<file path="src/wdt_pkg.sv">
// package: constants and types for the watchdog, halt and reset-cause block
package wdt_pkg;
	localparam logic [7:0] select_reg_offset = 8'h09;
	localparam logic [7:0] select_reset = 8'h07;
	localparam int base_stages = 8;
	localparam int presc_stages = 7;
	localparam int sys_div = 4;
	localparam logic [1:0] sys_div_last = 2'h3;
	localparam int startup_clocks = 1024;
	localparam logic [10:0] startup_last = 11'h3FF;
	localparam int wake_pins = 12;
	localparam logic [11:0] pc_reset = 12'h000;
	localparam int sync_stages = 2;
	typedef enum logic [1:0] {
		run_st,
		halt_st,
		delay_st
	} power_state_t;
endpackage

</file>
<file path="src/wdt_halt_reset.sv">
// module: watchdog, halt/wake sequencing and reset-cause flags
// How it works
// - watchdog clock: rc oscillator or sysclk/4
// - disabled watchdog ignores all watchdog operations
// - eight-stage divide by 256 base counter
// - select bits 2:0 pick prescale 1..128
// - bit 3 and high nibble are user flags
// - overflow in run: full reset, timeout set
// - overflow in halt: warm reset only
// - pin reset outside the startup delay, clear or halt clears counter
// - single or paired clear instruction mode
// - halt stops system clock, state kept
// - halt sets powerdown, clears timeout; clear clears
// - wake on reset, irq, port fall, overflow
// - pin reset during halt does full init
// - interrupt wake: resume or take interrupt
// - port wake resumes after halt
// - crystal wake adds 1024 clocks; rc none
// - startup delay at power-up and crystal wake only
// - reset cause encoded in flags
// - chip reset: pc zero, ports input, etc
// - instruction-clock watchdog stops in halt
// - rc mode drives sysclk/4 on osc out
// - software writes never touch the two flags
// - timeout flag set/clear events
`timescale 1ns/1ps
`default_nettype none
module wdt_halt_reset #(
	parameter int wake_width = 12
) (
	input wire logic clk,
	input wire logic rst_n,
	input wire logic reset_pin_n,
	input wire logic wdt_osc,
	input wire logic opt_wdt_enable,
	input wire logic opt_wdt_use_rc,
	input wire logic opt_two_clear,
	input wire logic opt_crystal,
	input wire logic [wake_width-1:0] opt_wake_enable,
	input wire logic reg_write,
	input wire logic [7:0] reg_addr,
	input wire logic [7:0] reg_wdata,
	input wire logic clear_watchdog_instr,
	input wire logic clear_watchdog_first,
	input wire logic clear_watchdog_second,
	input wire logic halt_instr,
	input wire logic irq_pending,
	input wire logic irq_enabled,
	input wire logic stack_full,
	input wire logic [wake_width-1:0] wake_pins,
	output logic [7:0] watchdog_select_reg,
	output logic timeout_flag,
	output logic powerdown_flag,
	output logic chip_reset,
	output logic warm_reset,
	output logic sys_clk_run,
	output logic cpu_hold,
	output logic take_interrupt,
	output logic osc_out_pin
);
	typedef struct packed {
		wdt_pkg::power_state_t st;
		logic [7:0] sel;
		logic to;
		logic pd;
		logic [wdt_pkg::base_stages-1:0] base_cnt;
		logic [wdt_pkg::presc_stages-1:0] presc_cnt;
		logic [1:0] div;
		logic first_seen;
		logic second_seen;
		logic [10:0] delay_cnt;
		logic [wake_width-1:0] pins_last;
		logic chip_reset;
		logic warm_reset;
		logic take_int;
		logic osc_out;
		logic clk_run;
		logic hold;
	} core_state_t;
	core_state_t cur;
	core_state_t nxt;
	logic osc_tick;
	logic instr_tick;
	logic wdt_tick;
	logic clr_req;
	logic overflow;
	logic [wake_width-1:0] pin_fall;
	logic presc_hit;
	logic [7:0] presc_mask;

	////////////////////////////////////////////////////////////////////////
	// oscillator ticks cross into the system domain before anything uses them
	wdt_tick_sync #(.stages(wdt_pkg::sync_stages)) u_osc_sync (
		.clk(clk),
		.rst_n(rst_n),
		.level_in(wdt_osc),
		.rise(osc_tick)
	);

	////////////////////////////////////////////////////////////////////////
	// tick selection, clear decode and overflow detection
	always_comb begin
		// instruction clock exists only while the system clock runs
		instr_tick = (cur.div == wdt_pkg::sys_div_last) && (cur.st != wdt_pkg::halt_st);
		wdt_tick = opt_wdt_enable && (opt_wdt_use_rc ? osc_tick : instr_tick);
		// paired mode: second half may arrive in same cycle as the first
		if (opt_two_clear) begin
			clr_req = (cur.first_seen | clear_watchdog_first)
				& (cur.second_seen | clear_watchdog_second);
		end else begin
			clr_req = clear_watchdog_instr;
		end
		clr_req = clr_req & opt_wdt_enable & (cur.st == wdt_pkg::run_st);
		// prescaler output: ratio 2**sel[2:0], code 0 passes every base overflow
		presc_mask = (8'h01 << cur.sel[2:0]) - 8'h01;
		presc_hit = ((cur.presc_cnt & presc_mask[wdt_pkg::presc_stages-1:0])
			== presc_mask[wdt_pkg::presc_stages-1:0]);
		overflow = wdt_tick && (&cur.base_cnt) && presc_hit;
		pin_fall = cur.pins_last & ~wake_pins & opt_wake_enable;
	end

	////////////////////////////////////////////////////////////////////////
	// main next-state logic
	always_comb begin
		nxt = cur;
		nxt.chip_reset = 1'b0;
		nxt.warm_reset = 1'b0;
		nxt.take_int = 1'b0;
		nxt.pins_last = wake_pins;
		nxt.div = cur.div + 2'h1;
		// osc out toggles at twice the instruction rate: sysclk/4 square wave
		if (!opt_crystal && cur.st != wdt_pkg::halt_st && cur.div[0]) begin
			nxt.osc_out = ~cur.osc_out;
		end
		if (opt_crystal) begin
			nxt.osc_out = 1'b0;
		end
		// watchdog count; base stage then prescaler stage
		if (wdt_tick) begin
			nxt.base_cnt = cur.base_cnt + 8'h01;
			if (&cur.base_cnt) begin
				nxt.presc_cnt = presc_hit ? '0 : cur.presc_cnt + 7'h01;
			end
		end
		// software register write: only the select register lives here
		if (reg_write && reg_addr == wdt_pkg::select_reg_offset && cur.st == wdt_pkg::run_st) begin
			nxt.sel = reg_wdata;
		end
		// paired clear bookkeeping
		if (opt_two_clear && opt_wdt_enable) begin
			if (clear_watchdog_first) nxt.first_seen = 1'b1;
			if (clear_watchdog_second) nxt.second_seen = 1'b1;
		end
		if (clr_req) begin
			nxt.base_cnt = '0;
			nxt.presc_cnt = '0;
			nxt.first_seen = 1'b0;
			nxt.second_seen = 1'b0;
			nxt.to = 1'b0;
			nxt.pd = 1'b0;
		end
		case (cur.st)
			wdt_pkg::run_st: begin
				if (!reset_pin_n) begin
					// pin reset in run: flags stay, no startup delay
					nxt.chip_reset = 1'b1;
					nxt.base_cnt = '0;
					nxt.presc_cnt = '0;
					nxt.sel = wdt_pkg::select_reset;
				end else if (overflow) begin
					nxt.chip_reset = 1'b1;
					nxt.to = 1'b1;
					nxt.sel = wdt_pkg::select_reset;
					nxt.base_cnt = '0;
					nxt.presc_cnt = '0;
				end else if (halt_instr) begin
					nxt.st = wdt_pkg::halt_st;
					nxt.pd = 1'b1;
					nxt.to = 1'b0;
					nxt.base_cnt = '0;
					nxt.presc_cnt = '0;
					nxt.first_seen = 1'b0;
					nxt.second_seen = 1'b0;
				end
			end
			wdt_pkg::halt_st: begin
				if (!reset_pin_n) begin
					// full init, cause reads as pin wake
					nxt.chip_reset = 1'b1;
					nxt.to = 1'b0;
					nxt.pd = 1'b1;
					nxt.sel = wdt_pkg::select_reset;
					nxt.base_cnt = '0;
					nxt.presc_cnt = '0;
					nxt.st = wdt_pkg::run_st;
				end else if (overflow) begin
					nxt.warm_reset = 1'b1;
					nxt.to = 1'b1;
					nxt.base_cnt = '0;
					nxt.presc_cnt = '0;
					nxt.st = opt_crystal ? wdt_pkg::delay_st : wdt_pkg::run_st;
					nxt.delay_cnt = '0;
				end else if (irq_pending || (|pin_fall)) begin
					nxt.take_int = irq_pending && irq_enabled && !stack_full;
					nxt.st = opt_crystal ? wdt_pkg::delay_st : wdt_pkg::run_st;
					nxt.delay_cnt = '0;
				end
			end
			wdt_pkg::delay_st: begin
				// dummy period before resuming; pin reset still cuts in
				nxt.delay_cnt = cur.delay_cnt + 11'h001;
				if (!reset_pin_n) begin
					nxt.chip_reset = 1'b1;
					nxt.st = wdt_pkg::run_st;
				end else if (cur.delay_cnt == wdt_pkg::startup_last) begin
					nxt.st = wdt_pkg::run_st;
				end
			end
			default: nxt.st = wdt_pkg::run_st;
		endcase
		// decoded from the coming state so both pins leave straight from flops
		nxt.clk_run = (nxt.st != wdt_pkg::halt_st);
		nxt.hold = (nxt.st != wdt_pkg::run_st);
	end

	////////////////////////////////////////////////////////////////////////
	// state register; power-up lands in the startup delay with flags 00
	always_ff @(posedge clk or negedge rst_n) begin
		if (!rst_n) begin
			cur <= '0;
			cur.st <= wdt_pkg::delay_st;
			cur.sel <= wdt_pkg::select_reset;
			cur.pins_last <= '1;
			cur.chip_reset <= 1'b1;
			cur.clk_run <= 1'b1;
			cur.hold <= 1'b1;
		end else begin
			cur <= nxt;
		end
	end

	// outputs are flip-flop fields
	assign watchdog_select_reg = cur.sel;
	assign timeout_flag = cur.to;
	assign powerdown_flag = cur.pd;
	assign chip_reset = cur.chip_reset;
	assign warm_reset = cur.warm_reset;
	assign sys_clk_run = cur.clk_run;
	assign cpu_hold = cur.hold;
	assign take_interrupt = cur.take_int;
	assign osc_out_pin = cur.osc_out;

	////////////////////////////////////////////////////////////////////////
	// checks
	property p_halt_flags;
		@(posedge clk) disable iff (!rst_n)
		(cur.st == wdt_pkg::run_st && reset_pin_n && !overflow && halt_instr)
			|=> (powerdown_flag && !timeout_flag && cur.st == wdt_pkg::halt_st);
	endproperty
	a_halt_flags: assert property (p_halt_flags) else $error("halt flags wrong");

	property p_run_overflow;
		@(posedge clk) disable iff (!rst_n)
		(cur.st == wdt_pkg::run_st && reset_pin_n && overflow) |=> (chip_reset && timeout_flag);
	endproperty
	a_run_overflow: assert property (p_run_overflow) else $error("no reset on overflow");

	property p_halt_overflow;
		@(posedge clk) disable iff (!rst_n)
		(cur.st == wdt_pkg::halt_st && reset_pin_n && overflow)
			|=> (warm_reset && !chip_reset && timeout_flag && powerdown_flag);
	endproperty
	a_halt_overflow: assert property (p_halt_overflow) else $error("bad warm wake");

	property p_disabled;
		@(posedge clk) disable iff (!rst_n)
		!opt_wdt_enable |-> !overflow && !clr_req;
	endproperty
	a_disabled: assert property (p_disabled) else $error("disabled watchdog acted");

	property p_flags_stable;
		@(posedge clk) disable iff (!rst_n)
		(!clr_req && !halt_instr && !overflow && reset_pin_n && cur.st == wdt_pkg::run_st)
			|=> $stable(timeout_flag) && $stable(powerdown_flag);
	endproperty
	a_flags_stable: assert property (p_flags_stable) else $error("flags moved");

	property p_instr_halt;
		@(posedge clk) disable iff (!rst_n)
		(cur.st == wdt_pkg::halt_st && !opt_wdt_use_rc) |-> !wdt_tick && cur.base_cnt == '0;
	endproperty
	a_instr_halt: assert property (p_instr_halt) else $error("instr clock in halt");

	property p_rc_wake;
		@(posedge clk) disable iff (!rst_n)
		(cur.st == wdt_pkg::halt_st && !opt_crystal && reset_pin_n && (|pin_fall))
			|=> cur.st == wdt_pkg::run_st;
	endproperty
	a_rc_wake: assert property (p_rc_wake) else $error("rc wake delayed");

	property p_clear;
		@(posedge clk) disable iff (!rst_n)
		clr_req |=> !timeout_flag && !powerdown_flag && cur.base_cnt == '0;
	endproperty
	a_clear: assert property (p_clear) else $error("clear ignored");

	// select write, reset-cause and wake checks
	property p_sel_write;
		@(posedge clk) disable iff (!rst_n)
		(reg_write && reg_addr == wdt_pkg::select_reg_offset && cur.st == wdt_pkg::run_st
			&& reset_pin_n && !overflow) |=> watchdog_select_reg == $past(reg_wdata);
	endproperty
	a_sel_write: assert property (p_sel_write) else $error("select write lost");

	property p_pin_reset_run;
		@(posedge clk) disable iff (!rst_n)
		(cur.st == wdt_pkg::run_st && !reset_pin_n && !clr_req)
			|=> chip_reset && !cpu_hold && $stable(timeout_flag) && $stable(powerdown_flag)
			&& watchdog_select_reg == wdt_pkg::select_reset;
	endproperty
	a_pin_reset_run: assert property (p_pin_reset_run) else $error("bad pin reset");

	property p_halt_pin_reset;
		@(posedge clk) disable iff (!rst_n)
		(cur.st == wdt_pkg::halt_st && !reset_pin_n)
			|=> chip_reset && !cpu_hold && !timeout_flag && powerdown_flag;
	endproperty
	a_halt_pin_reset: assert property (p_halt_pin_reset) else $error("bad halt reset");

	property p_irq_wake;
		@(posedge clk) disable iff (!rst_n)
		(cur.st == wdt_pkg::halt_st && reset_pin_n && !overflow && irq_pending && irq_enabled
			&& !stack_full) |=> take_interrupt;
	endproperty
	a_irq_wake: assert property (p_irq_wake) else $error("interrupt not taken");

	property p_warm_keeps_sel;
		@(posedge clk) disable iff (!rst_n)
		(cur.st == wdt_pkg::halt_st && reset_pin_n && overflow)
			|=> $stable(watchdog_select_reg);
	endproperty
	a_warm_keeps_sel: assert property (p_warm_keeps_sel) else $error("select moved");

	c_halt: cover property (@(posedge clk) disable iff (!rst_n) cur.st == wdt_pkg::halt_st);
	c_warm: cover property (@(posedge clk) disable iff (!rst_n) warm_reset);
	c_delay_done: cover property (@(posedge clk) disable iff (!rst_n)
		cur.st == wdt_pkg::delay_st ##1 cur.st == wdt_pkg::run_st);
	c_irq_take: cover property (@(posedge clk) disable iff (!rst_n) take_interrupt);
	c_halt_pin: cover property (@(posedge clk) disable iff (!rst_n)
		cur.st == wdt_pkg::halt_st && !reset_pin_n);
endmodule // wdt_halt_reset
`default_nettype wire

</file>
<file path="src/wdt_tick_sync.sv">
// module: event synchroniser carrying one-cycle ticks from the watchdog oscillator input
`timescale 1ns/1ps
`default_nettype none
module wdt_tick_sync #(
	parameter int stages = 2
) (
	input wire logic clk,
	input wire logic rst_n,
	input wire logic level_in,
	output logic rise
);
	typedef struct packed {
		logic [stages-1:0] pipe;
		logic last;
		logic rise;
	} sync_state_t;
	sync_state_t cur;
	sync_state_t nxt;

	// only the last stage is looked at; the first stage feeds the second alone
	always_comb begin
		nxt = cur;
		nxt.pipe = {cur.pipe[stages-2:0], level_in};
		nxt.last = cur.pipe[stages-1];
		nxt.rise = cur.pipe[stages-1] & ~cur.last;
	end

	always_ff @(posedge clk or negedge rst_n) begin
		if (!rst_n) begin
			cur <= '0;
		end else begin
			cur <= nxt;
		end
	end

	assign rise = cur.rise;
endmodule // wdt_tick_sync
`default_nettype wire
</file>
<file path="config.mk">
export PLATFORM = sky130hd
export DESIGN_NAME = wdt_halt_reset
export DESIGN_NICKNAME = d
export VERILOG_FILES = /design/src/wdt_pkg.sv /design/src/wdt_halt_reset.sv /design/src/wdt_tick_sync.sv
export SDC_FILE = /design/constraint.sdc
export NUM_CORES = 1
export LEC_CHECK = 0
export BUFFER_PORTS_ARGS = -buffer_cell sky130_fd_sc_hd__buf_2
export CAP_MARGIN = 5
export CORE_MARGIN = 1.5
export CORE_UTILIZATION = 39
export CTS_CLUSTER_DIAMETER = 150
export DETAILED_ROUTE_END_ITERATION = 8
export GPL_ROUTABILITY_DRIVEN = 0
export MAX_ROUTING_LAYER = met4
export PLACE_DENSITY = 0.68
export SLEW_MARGIN = 20
export SYNTH_ARGS = -nofsm -noshare
export SYNTH_HDL_FRONTEND = slang
export SYNTH_SLANG_ARGS = --single-unit
</file>
<file path="constraint.sdc">
create_clock -name clk -period 2.8 [get_ports clk]
set_clock_uncertainty 0.15 [all_clocks]
set_input_delay 0.14 -clock clk [delete_from_list [all_inputs] [get_ports clk]]
set_output_delay 0.14 -clock clk [all_outputs]
set_load 0.05 [all_outputs]
</file>
After elaboration in Yosys (flattened, before gate mapping)
Cells that the tools add are included.
{"block": "word_totals", "wordCells": 124, "regBits": 64, "out_inout_bits": 16, "inputBits": 56}
{"block": "op_classes", "n_reduce_logical": 22, "addsub": 5, "n_eq_ne": 10, "shift": 1, "bitwise_logic": 12, "mux": 54}
{"operator": "15-bit 2-to-1 mux", "count": 5}
{"operator": "25-bit one-hot mux with 2 select lines", "count": 1}
{"operator": "2-bit 2-to-1 mux", "count": 18}
{"operator": "17-bit 2-to-1 mux", "count": 2}
{"operator": "11-bit 2-to-1 mux", "count": 3}
{"operator": "8-bit 2-to-1 mux", "count": 4}
{"operator": "12-bit bitwise AND", "count": 2}
{"operator": "11-bit one-hot mux with 2 select lines", "count": 1}
{"operator": "1-bit 2-to-1 mux", "count": 16}
{"operator": "7-bit 2-to-1 mux", "count": 2}
{"operator": "12-bit inverter", "count": 1}
{"operator": "12-bit OR reduction", "count": 1}
{"operator": "11-bit by 1-bit adder with 11-bit output, second input constant", "count": 1}
{"operator": "11-bit by 10-bit equality test with 1-bit output, second input constant", "count": 1}
{"operator": "1-bit logical AND", "count": 11}
{"operator": "8-bit by 1-bit adder with 8-bit output, second input constant", "count": 1}
{"operator": "8-bit by 4-bit equality test with 1-bit output, second input constant", "count": 1}
{"operator": "8-bit AND reduction", "count": 1}
{"operator": "7-bit by 1-bit adder with 7-bit output, second input constant", "count": 1}
{"operator": "7-bit bitwise AND", "count": 1}
{"operator": "7-bit equality test", "count": 1}
{"operator": "1-bit by 3-bit left shift with 7-bit output, first input constant", "count": 1}
{"operator": "7-bit by 1-bit subtractor with 7-bit output, second input constant", "count": 1}
{"operator": "2-bit one-hot mux with 3 select lines", "count": 1}
{"operator": "other kinds (16)", "count": 26}

Logic depth before layout (Yosys ltp)
{"block": "logic_depth", "ltp_word": 12, "depth_mapped": 10}

Hierarchy
A second synthesis with hierarchy kept.
{"block": "hier_totals", "cells_unflattened": 298, "area_unflattened_um2": 3111.7}
{"mod": "wdt_halt_reset", "cells_each": 293, "n_inst": 1, "area_per_inst_um2": 2997.9, "seq_area_each_um2": 1525.2}
{"mod": "wdt_tick_sync", "cells_each": 5, "n_inst": 1, "area_per_inst_um2": 113.9, "seq_area_each_um2": 100.1}

Worst setup path after synthesis
No wires, ideal clock.
{"block": "synth_timing", "path_kind": "reg2reg", "from": "register cur[59] (netlist name)", "to": "register cur[40] (netlist name)", "arrival_time_ps": 2246, "slack_ps": 273, "setup_time_ps": 132, "path_stages_with_launch": 11, "synth_period_minus_slack_ps": 2527, "path_cell_list": "dfstp_2 -> inv_1 -> ha_1 -> nor3b_2 -> o211ai_2 -> nor3_4 -> and2_4 -> buf_6 -> nor2_1 -> a21oi_2 -> nor2_1"}
{"item": "start, declared", "line_no": "wdt_halt_reset.sv:80", "rtl": "core_state_t cur;"}
{"item": "start signal, assigned", "line_no": "wdt_halt_reset.sv:238", "rtl": "cur <= nxt;"}

==> results.ini <==
[setup_path]
worst-endpoint-arrival_ns=2.66
timing_worst_setup_path_type=reg -> reg
r2r-end=take_interrupt$_DFF_PN0_
crit_required_ns=2.87
critical_path.reg2reg.startpoint=cur[59]$_DFF_PN1_
critPathSlowestCell=dlygate4sd3_1
regToRegSetupSlack_ns=0.21
worst_r2r_path_depth=8
endpoint_kind=register
crit_path_start_kind=register
crit_fanout=6
cp_cell_sequence=inv_1 > ha_1 > nor3b_2 > o211ai_2 > nor3_4 > and2_4 > nor4_1 > dlygate4sd3_1
worst_path_largest_cell_delay_ns=0.57

[cells_and_area]
stdcell_area_mm2=0.004023
nets=468
layout-drive-gt1-share_pct=31.30
layout.filler_cells=716
largest_register_ffs=44
ff_latch_area_mm2=0.001625
multi_input_comb_area_mm2=0.001358
num_antenna_cells=0
areaGrowthSynthToFinish_pct=29.58

[global_routing]
gr-usage-met2_pct=28.27
groute.layer.met3.usage_pct=4.229
first_global_vias=2574
groute.layer.met1.usage_pct=22.63
globalRoute.busiestLayer=met2
initial_antenna_violation_count=0
grt_start_max_net_pins=32
grt_pass1_wl_mm=11.72
globalRoute.totalOverflow=0
groute.usage.overall_pct=17.95

[power]
ir_drop_v=0.0003658
power_density_mw_per_mm2=610.0
cellLeakagePower_nw=1.918
totalPowerFinal_w=0.002454

[timing]
timing.final.crit_period_ns=2.586
final-hold-violation-count=0
setup_viol=0
crit_share_post_route_pct=92.35
fmaxAchievable_mhz=386.7
worst_slew_pin_slew_ns=0.6958
totalNegativeSetupSlack_ns=0
normalized_max_slew_margin_pct=53.62
rsz0062_at_grt=false
finalMaxSlewViolations=0

[synthesis]
post_synth.cell_area_avg_um2=10.42
synth_top_area_share_pct=36.28
cell_area_after_synthesis_mm2=0.003104
synth.largest_area_cell=dfrtp_1
synthMostInstantiatedCell=dfrtp_1
synth_warnings=0
synth_seq_area_share_pct=52.36
synth_enable_flop_cells=0
netlist_instances=298
synth_top_cells_by_count=45 x dfrtp_1, 39 x nand2_1, 35 x nor2_1
synth_cell_types=58
synth_seq_cells=64
proportion_of_synthesized_flip_flops_having_asynchronous_set_or_reset_pct=100.0
mappedNetlistNets=362
yosys_most_used_dff=dfrtp_1
synth.area.top_cells=dfrtp_1 36%, dfstp_2 16%, nand2_1 4.7%

[clock_tree]
htree_num_levels=3
clkLatencyLatePin_ns=0.34
clock_tree.buffer_depth=2
cts-root-buf=clkbuf_8
cts_tree=built
numCtsBuffers=9
cts-resized-gates=0
cts_num_sinks=64
clk_transition_reported_paths_ns=0.07

[worst_hold_path]
hp-class=in -> reg
hold_path_startpoint=reset_pin_n
timing.hold.worst_endpoint=powerdown_flag$_DFF_PN0_
whs_path_depth=2

[routing]
detail_route.first_pass.iterations=4
post_detailed_route_count_of_antenna_violating_nets=0
1st_iter_drt_viols=120
route.final.wire_length_mm=6.685
drt-vias-per-instance=4.928
drt-wirelength-per-cell_um=13.08
route.detailed.drc=0
via_count=2518

[floorplan]
core-area_mm2=0.007727
pin_count=72
die_width_um=92.22
initial_core_util_pct=40.17
rows=32
floorplan.die_area_mm2=0.008504
die_height_um=92.22

[placement]
placed_area_mm2=0.003560
io_buffers=71
dp.final_hpwl_mm=4.870

[outcome]
outcome=finished, final reports clean

[run]
drv.max_cap_violation_count=0

## how the worst max path moves through the flow
| stage | depth (start not counted) | startpoint | endpoint | slack, ns |
|---|---|---|---|---|
| after floorplan | 10 | cur[59]$_DFF_PN1_ | cur[40]$_DFF_PN0_ | 0.27 |
| after detailed placement | 9 | cur[59]$_DFF_PN1_ | cpu_hold$_DFF_PN1_ | 0.26 |
| final | 8 | cur[59]$_DFF_PN1_ | take_interrupt$_DFF_PN0_ | 0.21 |
| after global placement | 9 | cur[59]$_DFF_PN1_ | cur[41]$_DFF_PN0_ | 0.34 |
| after global routing | 9 | cur[59]$_DFF_PN1_ | cur[40]$_DFF_PN0_ | 0.08 |
| after CTS | 8 | cur[59]$_DFF_PN1_ | take_interrupt$_DFF_PN0_ | 0.21 |
## critical path: cells and delay by family (launching register included)
kind	cells	cell delay (ns)
simple gates	4	0.78
buf+inv	2	0.64
flops	1	0.56
fa+ha+maj	1	0.20
compound gates	1	0.14
## per-layer routing
metal / up-vias / part of all wire [%]
met5: - / 0
met4: 0 / 2.1
met3: 11 / 3.0
met2: 46 / 48
met1: 1220 / 47
li1: 1241 / -
## layout by cell type (no fill, tap or decap), types with 6 or more instances in the layout
cell,count
buf_2,71
dfrtp_1,45
nand2_1,39
nor2_1,35
dlygate4sd3_1,29
dfstp_2,19
o21ai_1,10
inv_1,9
nand3_1,9
mux2i_1,9
clkbuf_8,9
ha_1,8
buf_4,8
a21oi_1,7
xor2_1,7
and2_1,7
o21ai_0,7
nand2b_1,6
xnor2_1,6
o31ai_1,6
## logic make-up after synthesis
logic type      Yosys count  synth area share [%]
mux                       9                 2.902
simple gates            123                 20.03
flops                    64                 52.36
buf+inv                  22                 3.910
fa+ha+maj                 8                 3.225
compound gates           59                 13.91
xor+xnor                 13                 3.668
## layout make-up
| class | instances | share of cell area (%) |
|---|---|---|
| repair buffers | 108 | 17.54 |
| inverters | 9 | 0.8398 |
| multi-input cells | 212 | 33.75 |
| well taps | 102 | 3.173 |
| clock inverters | 7 | 1.213 |
| flip-flops and latches | 64 | 40.40 |
| clock buffers | 9 | 3.079 |
## timing repair
item	CTS	global route
setup endpoints to repair	0	0
hold buffers	29	0
setup buffers	0	0
endpoints found under the hold margin	50	0
## power by group
| part | switching, W | internal (W) | total, W |
|---|---|---|---|
| clock network | 0.000369 | 0.000320 | 0.000688 |
| logic | 0.000451 | 0.000253 | 0.000704 |
| registers | 0.0000411 | 0.00102 | 0.00106 |
| total | 0.000860 | 0.00159 | 0.00245 |
## metrics by stage
stage | utilization (%) | cells | setup slack (ns) | hold slack, ns
final | 52.06 | 511 | 0.2143 | 0.04753
after global routing | 52.06 | 511 | 0.08281 | 0.03688
after CTS | 52.06 | 511 | 0.2089 | 0.02004
after detailed placement | 46.07 | 466 | 0.2605 | 0.07055
after global placement | 46.07 | 466 | 0.3411 | 0.07838
after floorplan | - | 298 | 0.2728 | -0.3056
(Power assumes the default switching activity.)
